**config.mk**
```make
export PLATFORM = sky130hd
export DESIGN_NAME = fpe_flash_ctrl
export DESIGN_NICKNAME = d
export VERILOG_FILES = /design/src/design/fpe_mode_decode.v /design/src/design/fpe_flash_ctrl.v
export VERILOG_INCLUDE_DIRS = /design/src /design/src/design
export SDC_FILE = /design/constraint.sdc
export NUM_CORES = 1
export LEC_CHECK = 0
export BUFFER_PORTS_ARGS = -buffer_cell sky130_fd_sc_hd__buf_2
export CAP_MARGIN = 20
export CORE_MARGIN = 8
export CORE_UTILIZATION = 45
export DETAILED_ROUTE_END_ITERATION = 10
export PLACE_DENSITY_LB_ADDON = 0.15
export SLEW_MARGIN = 30
export SYNTH_ARGS = -nofsm -noshare
export SYNTH_HDL_FRONTEND = slang
export SYNTH_SLANG_ARGS = --single-unit
```
**constraint.sdc**
```tcl
create_clock -name sys_clk -period 5.94 [get_ports sys_clk]
set_input_delay 0.297 -clock sys_clk [delete_from_list [all_inputs] [get_ports sys_clk]]
set_output_delay 0.297 -clock sys_clk [all_outputs]
set_load 0.05 [all_outputs]
```
**src/design/fpe_flash_map.vh**
```
// Register offsets, field positions, reset values and state codes
`ifndef FPE_FLASH_MAP_VH
`define FPE_FLASH_MAP_VH

`define FPE_ADDR_W          12
`define FPE_OFF_SER_TIMER   12'h000
`define FPE_OFF_MODE_CTRL   12'h004
`define FPE_OFF_SETUP_ERR   12'h008
`define FPE_OFF_ERASE_LO    12'h00c
`define FPE_OFF_ERASE_HI    12'h010
`define FPE_OFF_STATUS      12'h014

`define FPE_STC_GATE_BIT    3

`define FPE_MC_HW_ALLOW     7
`define FPE_MC_SW_ALLOW     6
`define FPE_MC_ERASE_CHECK  3
`define FPE_MC_PROG_CHECK   2
`define FPE_MC_ERASE        1
`define FPE_MC_PROG         0

`define FPE_SE_FAULT        7
`define FPE_SE_WIPE_PREP    1
`define FPE_SE_WRITE_PREP   0

`define FPE_EH_TOP_BLOCK    7

`define FPE_RST_SER_TIMER   8'h00
`define FPE_RST_MODE_CTRL   8'h80
`define FPE_RST_SETUP_ERR   8'h00
`define FPE_RST_ERASE       8'h00

`define FPE_ST_IDLE         8'h01
`define FPE_ST_WRITE_PREP   8'h02
`define FPE_ST_PROG         8'h04
`define FPE_ST_PROG_CHECK   8'h08
`define FPE_ST_WIPE_PREP    8'h10
`define FPE_ST_ERASE        8'h20
`define FPE_ST_ERASE_CHECK  8'h40
`define FPE_ST_FAULT        8'h80

`endif

```
**src/design/fpe_mode_decode.v**
```verilog
// Mode pin synchroniser, reset-time capture and operating mode decode
`timescale 1ns/1ns
module fpe_mode_decode (
	input  wire       sys_clk,
	input  wire       reset_n,
	input  wire       mode_sel_hi,
	input  wire       mode_sel_lo,
	input  wire       boot_sel_2,
	input  wire       boot_sel_1,
	input  wire       boot_sel_0,
	output reg  [4:0] modeCode_r,
	output wire       bootMode,
	output wire       userProgMode,
	output wire       romEnable,
	output wire       normalMode
);

	reg [4:0] pinMeta_r;
	reg [4:0] pinSync_r;

	// Two stages before anything looks at the pins
	always @(posedge sys_clk) begin
		pinMeta_r <= {mode_sel_hi, mode_sel_lo, boot_sel_2, boot_sel_1, boot_sel_0};
		pinSync_r <= pinMeta_r;
	end

	// Mode is taken while reset is held and frozen after release
	always @(posedge sys_clk) begin
		if (!reset_n) begin
			modeCode_r <= pinSync_r;
		end
	end

	assign bootMode     = (modeCode_r[4:3] == 2'b00) & (modeCode_r[2:0] == 3'b111);
	assign userProgMode = modeCode_r[4];
	assign romEnable    = (modeCode_r[4:3] != 2'b01);
	assign normalMode   = (modeCode_r[4:3] == 2'b11);

endmodule

```
**src/design/fpe_flash_ctrl.v**
```verilog
// Flash program/erase control registers, APB slave and flash state sequencer
//
// What this block does
// - Flash control and erase-select registers reachable only while the register gate bit is 1.
// - Mode control register returns to 0x80 on reset, standby and low-power modes.
// - Hardware write allow bit is read-only, reads 1, ignores writes.
// - Software write allow bit is read/write and permits programming and erasing.
// - With software write allow 0, setting check, run, prep and block bits fails.
// - Bits 5 and 4 of mode control read 0 and ignore writes.
// - Setting erase check with write allow enters erase-verify; clearing leaves it.
// - Setting program check with write allow enters program-verify; clearing leaves it.
// - Erase bit starts only with write allow and wipe prep set; clearing stops.
// - Program bit starts only with write allow and write prep set; clearing stops.
// - Setup and error register cleared on reset and hardware standby.
// - Prep bits forced 0 in low-power modes and when write allow clears.
// - Fault flag is read-only, set by a flash error, enters error protection.
// - Wipe prep set with write allow enters erase setup; set before erase.
// - Write prep set with write allow enters program setup; set before program.
// - Operating mode comes from mode and boot select pins captured during reset.
`timescale 1ns/1ns
`include "fpe_flash_map.vh"
module fpe_flash_ctrl (
	input  wire                   sys_clk,
	input  wire                   reset_n,
	input  wire [`FPE_ADDR_W-1:0] paddr,
	input  wire                   psel,
	input  wire                   penable,
	input  wire                   pwrite,
	input  wire [31:0]            pwdata,
	input  wire [3:0]             pstrb,
	output reg  [31:0]            prdata,
	output wire                   pready,
	output wire                   pslverr,
	input  wire                   hwStandby,
	input  wire                   swStandby,
	input  wire                   subActive,
	input  wire                   subSleep,
	input  wire                   watchMode,
	input  wire                   flashErrEvt,
	input  wire                   mode_sel_hi,
	input  wire                   mode_sel_lo,
	input  wire                   boot_sel_2,
	input  wire                   boot_sel_1,
	input  wire                   boot_sel_0,
	output reg  [7:0]             flashState_r,
	output reg                    progRun_r,
	output reg                    eraseRun_r,
	output reg                    progCheck_r,
	output reg                    eraseCheck_r,
	output reg                    writePrepOn_r,
	output reg                    wipePrepOn_r,
	output reg                    errorProtect_r,
	output reg  [15:0]            eraseSelect_r,
	output wire                   bootMode,
	output wire                   userProgMode,
	output wire                   romEnable
);

	localparam [7:0] ST_IDLE        = `FPE_ST_IDLE;
	localparam [7:0] ST_WRITE_PREP  = `FPE_ST_WRITE_PREP;
	localparam [7:0] ST_PROG        = `FPE_ST_PROG;
	localparam [7:0] ST_PROG_CHECK  = `FPE_ST_PROG_CHECK;
	localparam [7:0] ST_WIPE_PREP   = `FPE_ST_WIPE_PREP;
	localparam [7:0] ST_ERASE       = `FPE_ST_ERASE;
	localparam [7:0] ST_ERASE_CHECK = `FPE_ST_ERASE_CHECK;
	localparam [7:0] ST_FAULT       = `FPE_ST_FAULT;

	// Register state
	reg  [7:0]  serTimer_r;
	reg  [7:0]  serTimer_nxt;
	reg         swAllow_r;
	reg         swAllow_nxt;
	reg         eraseCheck_r_i;
	reg         eraseCheck_nxt;
	reg         progCheck_r_i;
	reg         progCheck_nxt;
	reg         erase_r;
	reg         erase_nxt;
	reg         prog_r;
	reg         prog_nxt;
	reg         wipePrep_r;
	reg         wipePrep_nxt;
	reg         writePrep_r;
	reg         writePrep_nxt;
	reg         fault_r;
	reg         fault_nxt;
	reg  [7:0]  eraseLo_r;
	reg  [7:0]  eraseLo_nxt;
	reg  [7:0]  eraseHi_r;
	reg  [7:0]  eraseHi_nxt;
	reg  [7:0]  state_nxt;
	reg  [31:0] prdata_nxt;
	reg         slvErr_r;
	reg         slvErr_nxt;

	wire [4:0]  modeCode;
	wire        normalMode;
	wire        progModeOk;
	wire        lowPowerClr;
	wire        gateOpen;
	wire        accessPhase;
	wire        setupPhase;
	wire        wrAny;
	wire        wrSerTimer;
	wire        wrModeCtrl;
	wire        wrSetupErr;
	wire        wrEraseLo;
	wire        wrEraseHi;
	wire [7:0]  wByte;
	wire [7:0]  modeCtrlView;
	wire [7:0]  setupErrView;

	// More than one set bit across both erase-select bytes
	function multiBits;
		input [15:0] v;
		begin
			multiBits = ((v & (v - 16'h0001)) != 16'h0000);
		end
	endfunction

	// Offset match for a flash register, closed while the gate is shut
	function flashHit;
		input [`FPE_ADDR_W-1:0] a;
		input                   gate;
		begin
			flashHit = gate & ((a == `FPE_OFF_MODE_CTRL) | (a == `FPE_OFF_SETUP_ERR)
				| (a == `FPE_OFF_ERASE_LO) | (a == `FPE_OFF_ERASE_HI));
		end
	endfunction

	fpe_mode_decode u_mode (
		.sys_clk      (sys_clk),
		.reset_n      (reset_n),
		.mode_sel_hi  (mode_sel_hi),
		.mode_sel_lo  (mode_sel_lo),
		.boot_sel_2   (boot_sel_2),
		.boot_sel_1   (boot_sel_1),
		.boot_sel_0   (boot_sel_0),
		.modeCode_r   (modeCode),
		.bootMode     (bootMode),
		.userProgMode (userProgMode),
		.romEnable    (romEnable),
		.normalMode   (normalMode)
	);

	assign progModeOk  = bootMode | userProgMode;
	assign lowPowerClr = swStandby | subActive | subSleep | watchMode;
	assign gateOpen    = serTimer_r[`FPE_STC_GATE_BIT];

	// APB slave: zero wait states, byte lane 0 carries the data
	assign setupPhase  = psel & ~penable;
	assign accessPhase = psel & penable;
	assign pready      = 1'b1;
	assign pslverr     = accessPhase & slvErr_r;
	assign wrAny       = accessPhase & pwrite & pstrb[0] & ~slvErr_r;
	assign wByte       = pwdata[7:0];

	assign wrSerTimer = wrAny & (paddr == `FPE_OFF_SER_TIMER);
	assign wrModeCtrl = wrAny & gateOpen & (paddr == `FPE_OFF_MODE_CTRL);
	assign wrSetupErr = wrAny & gateOpen & (paddr == `FPE_OFF_SETUP_ERR);
	assign wrEraseLo  = wrAny & gateOpen & (paddr == `FPE_OFF_ERASE_LO);
	assign wrEraseHi  = wrAny & gateOpen & (paddr == `FPE_OFF_ERASE_HI);

	// Register views; bits 5 and 4 and the reserved field are wired low
	assign modeCtrlView = {1'b1, swAllow_r, 2'b00, eraseCheck_r_i, progCheck_r_i,
		erase_r, prog_r};
	assign setupErrView = {fault_r, 5'b00000, wipePrep_r, writePrep_r};

	// Next register values
	always @* begin
		serTimer_nxt   = serTimer_r;
		swAllow_nxt    = swAllow_r;
		eraseCheck_nxt = eraseCheck_r_i;
		progCheck_nxt  = progCheck_r_i;
		erase_nxt      = erase_r;
		prog_nxt       = prog_r;
		wipePrep_nxt   = wipePrep_r;
		writePrep_nxt  = writePrep_r;
		eraseLo_nxt    = eraseLo_r;
		eraseHi_nxt    = eraseHi_r;
		if (wrSerTimer) begin
			serTimer_nxt = wByte;
		end
		if (wrModeCtrl) begin
			swAllow_nxt = wByte[`FPE_MC_SW_ALLOW];
			if (!wByte[`FPE_MC_ERASE_CHECK]) begin
				eraseCheck_nxt = 1'b0;
			end else if (swAllow_r) begin
				eraseCheck_nxt = 1'b1;
			end
			if (!wByte[`FPE_MC_PROG_CHECK]) begin
				progCheck_nxt = 1'b0;
			end else if (swAllow_r) begin
				progCheck_nxt = 1'b1;
			end
			if (!wByte[`FPE_MC_ERASE]) begin
				erase_nxt = 1'b0;
			end else if (swAllow_r & wipePrep_r & ~fault_r) begin
				erase_nxt = 1'b1;
			end
			if (!wByte[`FPE_MC_PROG]) begin
				prog_nxt = 1'b0;
			end else if (swAllow_r & writePrep_r & ~fault_r) begin
				prog_nxt = 1'b1;
			end
		end
		if (wrSetupErr) begin
			if (!wByte[`FPE_SE_WIPE_PREP]) begin
				wipePrep_nxt = 1'b0;
			end else if (swAllow_r) begin
				wipePrep_nxt = 1'b1;
			end
			if (!wByte[`FPE_SE_WRITE_PREP]) begin
				writePrep_nxt = 1'b0;
			end else if (swAllow_r) begin
				writePrep_nxt = 1'b1;
			end
		end
		if (wrEraseLo && swAllow_r) begin
			eraseLo_nxt = wByte;
		end
		if (wrEraseHi && swAllow_r) begin
			eraseHi_nxt = wByte;
			if (normalMode) begin
				eraseHi_nxt[`FPE_EH_TOP_BLOCK] = eraseHi_r[`FPE_EH_TOP_BLOCK];
			end
		end
		if (multiBits({eraseHi_nxt, eraseLo_nxt})) begin
			eraseHi_nxt = `FPE_RST_ERASE;
			eraseLo_nxt = `FPE_RST_ERASE;
		end
		if (fault_r) begin
			erase_nxt = 1'b0;
			prog_nxt  = 1'b0;
		end
		if (!swAllow_nxt) begin
			wipePrep_nxt  = 1'b0;
			writePrep_nxt = 1'b0;
			eraseHi_nxt   = `FPE_RST_ERASE;
			eraseLo_nxt   = `FPE_RST_ERASE;
		end
		if (hwStandby || lowPowerClr) begin
			swAllow_nxt    = 1'b0;
			eraseCheck_nxt = 1'b0;
			progCheck_nxt  = 1'b0;
			erase_nxt      = 1'b0;
			prog_nxt       = 1'b0;
			wipePrep_nxt   = 1'b0;
			writePrep_nxt  = 1'b0;
			eraseHi_nxt    = `FPE_RST_ERASE;
			eraseLo_nxt    = `FPE_RST_ERASE;
		end
	end

	// Fault sets on any flash error; only reset and hardware standby clear it, and a set wins over hardware standby but not over reset
	always @* begin
		fault_nxt = flashErrEvt | (fault_r & ~hwStandby);
	end

	// Read data and error flag are prepared in the setup cycle
	always @* begin
		prdata_nxt = prdata;
		slvErr_nxt = slvErr_r;
		if (setupPhase) begin
			prdata_nxt = 32'h00000000;
			slvErr_nxt = 1'b0;
			if (paddr == `FPE_OFF_SER_TIMER) begin
				prdata_nxt[7:0] = serTimer_r;
			end else if (paddr == `FPE_OFF_STATUS) begin
				prdata_nxt[7:0]  = flashState_r;
				prdata_nxt[12:8] = modeCode;
				prdata_nxt[13]   = bootMode;
				prdata_nxt[14]   = userProgMode;
				prdata_nxt[15]   = romEnable;
			end else if (flashHit(paddr, gateOpen)) begin
				if (paddr == `FPE_OFF_MODE_CTRL) begin
					prdata_nxt[7:0] = modeCtrlView;
				end else if (paddr == `FPE_OFF_SETUP_ERR) begin
					prdata_nxt[7:0] = setupErrView;
				end else if (paddr == `FPE_OFF_ERASE_LO) begin
					prdata_nxt[7:0] = eraseLo_r;
				end else begin
					prdata_nxt[7:0] = eraseHi_r;
				end
			end else if (!flashHit(paddr, 1'b1)) begin
				slvErr_nxt = 1'b1;
			end
		end
	end

	// Flash state from the control bits, fault first
	always @* begin
		state_nxt = ST_IDLE;
		if (fault_r) begin
			state_nxt = ST_FAULT;
		end else if (!progModeOk) begin
			state_nxt = ST_IDLE;
		end else if (prog_r) begin
			state_nxt = ST_PROG;
		end else if (erase_r) begin
			state_nxt = ST_ERASE;
		end else if (progCheck_r_i) begin
			state_nxt = ST_PROG_CHECK;
		end else if (eraseCheck_r_i) begin
			state_nxt = ST_ERASE_CHECK;
		end else if (writePrep_r) begin
			state_nxt = ST_WRITE_PREP;
		end else if (wipePrep_r) begin
			state_nxt = ST_WIPE_PREP;
		end
	end

	always @(posedge sys_clk) begin
		if (!reset_n) begin
			serTimer_r     <= `FPE_RST_SER_TIMER;
			swAllow_r      <= 1'b0;
			eraseCheck_r_i <= 1'b0;
			progCheck_r_i  <= 1'b0;
			erase_r        <= 1'b0;
			prog_r         <= 1'b0;
			wipePrep_r     <= 1'b0;
			writePrep_r    <= 1'b0;
			fault_r        <= 1'b0;
			eraseLo_r      <= `FPE_RST_ERASE;
			eraseHi_r      <= `FPE_RST_ERASE;
			prdata         <= 32'h00000000;
			slvErr_r       <= 1'b0;
			flashState_r   <= ST_IDLE;
		end else begin
			serTimer_r     <= serTimer_nxt;
			swAllow_r      <= swAllow_nxt;
			eraseCheck_r_i <= eraseCheck_nxt;
			progCheck_r_i  <= progCheck_nxt;
			erase_r        <= erase_nxt;
			prog_r         <= prog_nxt;
			wipePrep_r     <= wipePrep_nxt;
			writePrep_r    <= writePrep_nxt;
			fault_r        <= fault_nxt;
			eraseLo_r      <= eraseLo_nxt;
			eraseHi_r      <= eraseHi_nxt;
			prdata         <= prdata_nxt;
			slvErr_r       <= slvErr_nxt;
			flashState_r   <= state_nxt;
		end
	end

	// Decoded controls toward the flash array
	always @(posedge sys_clk) begin
		if (!reset_n) begin
			progRun_r      <= 1'b0;
			eraseRun_r     <= 1'b0;
			progCheck_r    <= 1'b0;
			eraseCheck_r   <= 1'b0;
			writePrepOn_r  <= 1'b0;
			wipePrepOn_r   <= 1'b0;
			errorProtect_r <= 1'b0;
			eraseSelect_r  <= 16'h0000;
		end else begin
			case (state_nxt)
				ST_PROG: begin
					progRun_r <= 1'b1;
				end
				default: begin
					progRun_r <= 1'b0;
				end
			endcase
			eraseRun_r     <= (state_nxt == ST_ERASE);
			progCheck_r    <= (state_nxt == ST_PROG_CHECK);
			eraseCheck_r   <= (state_nxt == ST_ERASE_CHECK);
			writePrepOn_r  <= (state_nxt == ST_WRITE_PREP);
			wipePrepOn_r   <= (state_nxt == ST_WIPE_PREP);
			errorProtect_r <= (state_nxt == ST_FAULT);
			eraseSelect_r  <= {eraseHi_r, eraseLo_r};
		end
	end

endmodule

```
==> results_tabular.tex <==
\begin{tabular}{lr}
\hline
Metric & Value \\
\hline
\multicolumn{2}{l}{\textbf{Outcome}} \\
Outcome & completed \\
\multicolumn{2}{l}{\textbf{Global route}} \\
Vias in the first global route & 3336 \\
Pin count of the biggest net entering global routing & 30 \\
Wire length of the first global-routing pass & 18040 µm \\
Total track usage & 17.94\% \\
Total overflow reported by the global router & 0 \\
Initial antenna violation count & 0 \\
\multicolumn{2}{l}{\textbf{Clocking}} \\
Quantity of hold-fixing buffers added after cts & 0 \\
Root buffer cell & clkbuf\_8 \\
Buffers inserted during post-CTS setup optimization & 0 \\
CTS tree & built \\
Clock-pin slew reported for the worst setup and hold paths after clock tree synthesis & 0.10 ns \\
Clock Sinks & 94 \\
Maximum root-to-sink buffer count & 2 \\
Post-CTS Resized & 0 \\
Cts bufs inserted & 9 \\
Clock latency reported for the late side of the worst-skew pair & 0.37 ns \\
CTS H-Tree Depth & 3 \\
\multicolumn{2}{l}{\textbf{STA}} \\
Worst clock skew & 0.01162 ns \\
Peak Freq & 0.3011 GHz \\
Time the final worst path needs with I/O delays and setup & 3.321 ns \\
Fin. Hold Viols & 0 \\
Final worst slack & 2.619 ns \\
Setup tns final & 0 ns \\
Fraction of the cycle the final worst path needs & 55.92\% \\
Final Setup Violations & 0 \\
Final max-slew violation count & 0 \\
Pin slew with the least headroom to its limit & 1.032 ns \\
Unrepaired setup endpoints after global routing & no \\
Slew margin rel. & 29.42\% \\
\multicolumn{2}{l}{\textbf{Logic synthesis}} \\
Sequential cell area fraction in the yosys report & 46.34\% \\
Synthesis warning total & 0 \\
Dominant cell type by area after synthesis & dfxtp\_1 \\
Area fraction of the dominant cell type after synthesis & 42.74\% \\
Average footprint of a synthesized cell & 9.454 µm² \\
Top cells by area, synth & dfxtp\_1 43\%, mux2i\_1 7.2\%, edfxtp\_1 3.6\% \\
Number of enable flip-flop cells after synthesis & 5 \\
Total standard cell area after synthesis & 4169 µm² \\
Leading register cell type out of synthesis & dfxtp\_1 \\
Synthesized netlist cell count & 441 \\
Number of register bits inferred by synthesis & 94 \\
FFs w/ async S/R, synth & 0\% \\
Number of unique standard cell types used by synthesis & 64 \\
\multicolumn{2}{l}{\textbf{Drt}} \\
Detailed Routing Iterations Pass 1 & 4 \\
Vias per cell & 5.629 \\
Wire length per cell & 18.18 µm \\
DRT antenna net count & 0 \\
Iteration-0 DRC Markers & 174 \\
Number of DRC violations after detailed routing & 0 \\
Detailed-route via count & 3552 \\
Total detailed-routing wirelength & 11470 µm \\
\multicolumn{2}{l}{\textbf{Setup path}} \\
R2r endpoint & eraseHi\_r[1]\$\_SDFF\_PP0\_ \\
Worst endpoint data arrival time & 3.53 ns \\
Critical Path Sink Type & flop \\
Type of the worst setup path & input pin to flop \\
Register-to-register setup slack & 3.21 ns \\
Worst Reg2Reg Path Length in Cells & 7 \\
Critical Path Source Type & input pin \\
WP data required & 6.15 ns \\
Origin of the critical flop-to-flop path & serTimer\_r[3]\$\_SDFFE\_PN0P\_ \\
First element of the critical path & paddr[9] \\
Capturing element of the worst setup path & prdata[7]\$\_SDFFE\_PN0P\_ \\
Maximum fanout encountered on the critical timing path & 10 \\
\multicolumn{2}{l}{\textbf{Hold path}} \\
Class of the most critical hold timing path & input pin to flop \\
\multicolumn{2}{l}{\textbf{Power and ir drop}} \\
Maximum vdd ir drop & 0.1082 mV \\
Areal power density over the cells & 242.3 nW/µm² \\
Overall Power & 1.158 mW \\
Leakage power total & 1.951 nW \\
\multicolumn{2}{l}{\textbf{Final layout}} \\
FF+latch area & 1932 µm² \\
Growth of design area from synthesis to finish & 14.62\% \\
Area taken by multi-input logic gates & 2047 µm² \\
Fraction of layout cells with a size suffix above 1 & 25.77\% \\
Filler-free cell count of the finished design & 631 \\
Count of fill cells added during filler insertion & 885 \\
Antenna Diode Count & 0 \\
Total Nets Final & 579 \\
\multicolumn{2}{l}{\textbf{Place}} \\
Worst-case setup slack after placement & 2.428 ns \\
Port Buffers & 87 \\
Post-detail-place hpwl & 8353 µm \\
Cell total after placement & 614 \\
Routability cong. & 0.9194 \\
\multicolumn{2}{l}{\textbf{Die}} \\
Number of placed I/O pins & 132 \\
Std-Cell Rows & 35 \\
Die Y-Extent & 112.3 µm \\
Initial Util & 45.77\% \\
Core area & 9109 µm² \\
Area of the die & 12600 µm² \\
Die Wd & 112.3 µm \\
\multicolumn{2}{l}{\textbf{Flow run}} \\
Max\_cap viols & 0 \\
\hline
\end{tabular}
==> layout make-up <==
type	instances	share of cell area, %
Inverter	4	0.3142
Clock inverter	7	1.440
Sequential cell	94	40.43
Multi-Input combinational cell	317	42.84
Clock buffer	9	2.592
Timing Repair Buffer	89	9.479
Tap cell	111	2.907
==> metal layers <==
metal / part of all wire (%) / global-route usage (%) / vias up
met1: 46 / 23.08 / 1686
met5: 0 / 0 / -
met4: 1.7 / 5.665 / 0
li1: - / - / 1718
met3: 6.4 / 4.938 / 20
met2: 46 / 28.46 / 128
==> registers in the layout (all words and copies together) (netlist names), 5 cells and up <==
| register | cells |
|---|---|
| flashState_r | 8 |
| eraseLo_r | 8 |
| prdata | 15 |
| u_mode.modeCode_r | 5 |
| eraseSelect_r | 16 |
| u_mode.pinMeta_r | 5 |
| u_mode.pinSync_r | 5 |
| eraseHi_r | 8 |
| serTimer_r | 8 |
==> worst min path at each step <==
stage,slack [ns],to,start,cells after the start
6_report,0.02,u_mode.pinMeta_r[0]$_DFF_P_,boot_sel_0,1
4_1_cts,0.0004,u_mode.pinMeta_r[2]$_DFF_P_,boot_sel_2,1
3_3_place_gp,0.31,u_mode.pinSync_r[2]$_DFF_P_,u_mode.pinMeta_r[2]$_DFF_P_,0
5_1_grt,0.00001,u_mode.pinMeta_r[1]$_DFF_P_,boot_sel_1,1
2_1_floorplan,0.31,u_mode.pinSync_r[0]$_DFF_P_,u_mode.pinMeta_r[0]$_DFF_P_,0
3_5_place_dp,0.31,u_mode.pinSync_r[2]$_DFF_P_,u_mode.pinMeta_r[2]$_DFF_P_,0
==> worst max-delay path: stages <==
cell and delay [ns]:
buf_2 0.10, or4_4 0.57, nor4_4 0.70, mux2_2 0.41, mux2_2 0.26, o21a_1 0.16
a2111oi_0 0.89, nor3_1 0.13
==> kinds of logic (layout without fill, tap and decap cells) <==
group                    Yosys count  after routing  synth area share [%]
buffers and inverters             45            109                 6.302
flip-flops                        94             94                 46.34
AO/OA/AOI/OAI                     82             82                 12.96
AND/OR/NAND/NOR                  184            184                 26.02
XOR/XNOR                           1              1                0.2101
multiplexers                      32             32                 7.743
other                              2             17                0.1801
adder cells (fa/ha/maj)            1              1                0.2401
==> synthesized netlist by cell type (all sizes together), types with 10 or more instances <==
master and count:
o21ai 14, nand3 16, clkbuf 18, a21oi 29, o211ai 10, nand2 29
buf 23, nor3 27, or3 11, nor4 12, dfxtp 89, and2 22
nor2 30, mux2i 30
==> power by group <==
group,switching [mW],internal [mW],leakage [nW]
clock network,0.255,0.163,0.0964
logic,0.0702,0.0203,1.08
registers,0.00574,0.644,0.771
total,0.331,0.827,1.95
==> metrics by stage <==
| step | hold slack, ns | utilization [%] | area, µm² |
|---|---|---|---|
| after floorplan | 0.3096 | - | 4225 |
| after global placement | 0.3115 | 50.05 | 4559 |
| after detailed placement | 0.3138 | 50.15 | 4568 |
| after CTS | 0.0004041 | 52.27 | 4761 |
| after global routing | 0.00001385 | 52.46 | 4778 |
| final | 0.02314 | 52.46 | 4778 |
==> cell usage in the layout (no fill, tap or decap), types with 11 or more instances in the layout <==
cell	count
buf_2	87
and2_1	22
dfxtp_1	89
nor3_1	19
a21oi_1	29
o21ai_0	13
or3_1	11
nand3_1	16
nor2_1	28
conb_1	17
nand2_1	28
mux2i_1	30
Note: power is estimated with default switching activity, not from simulation.
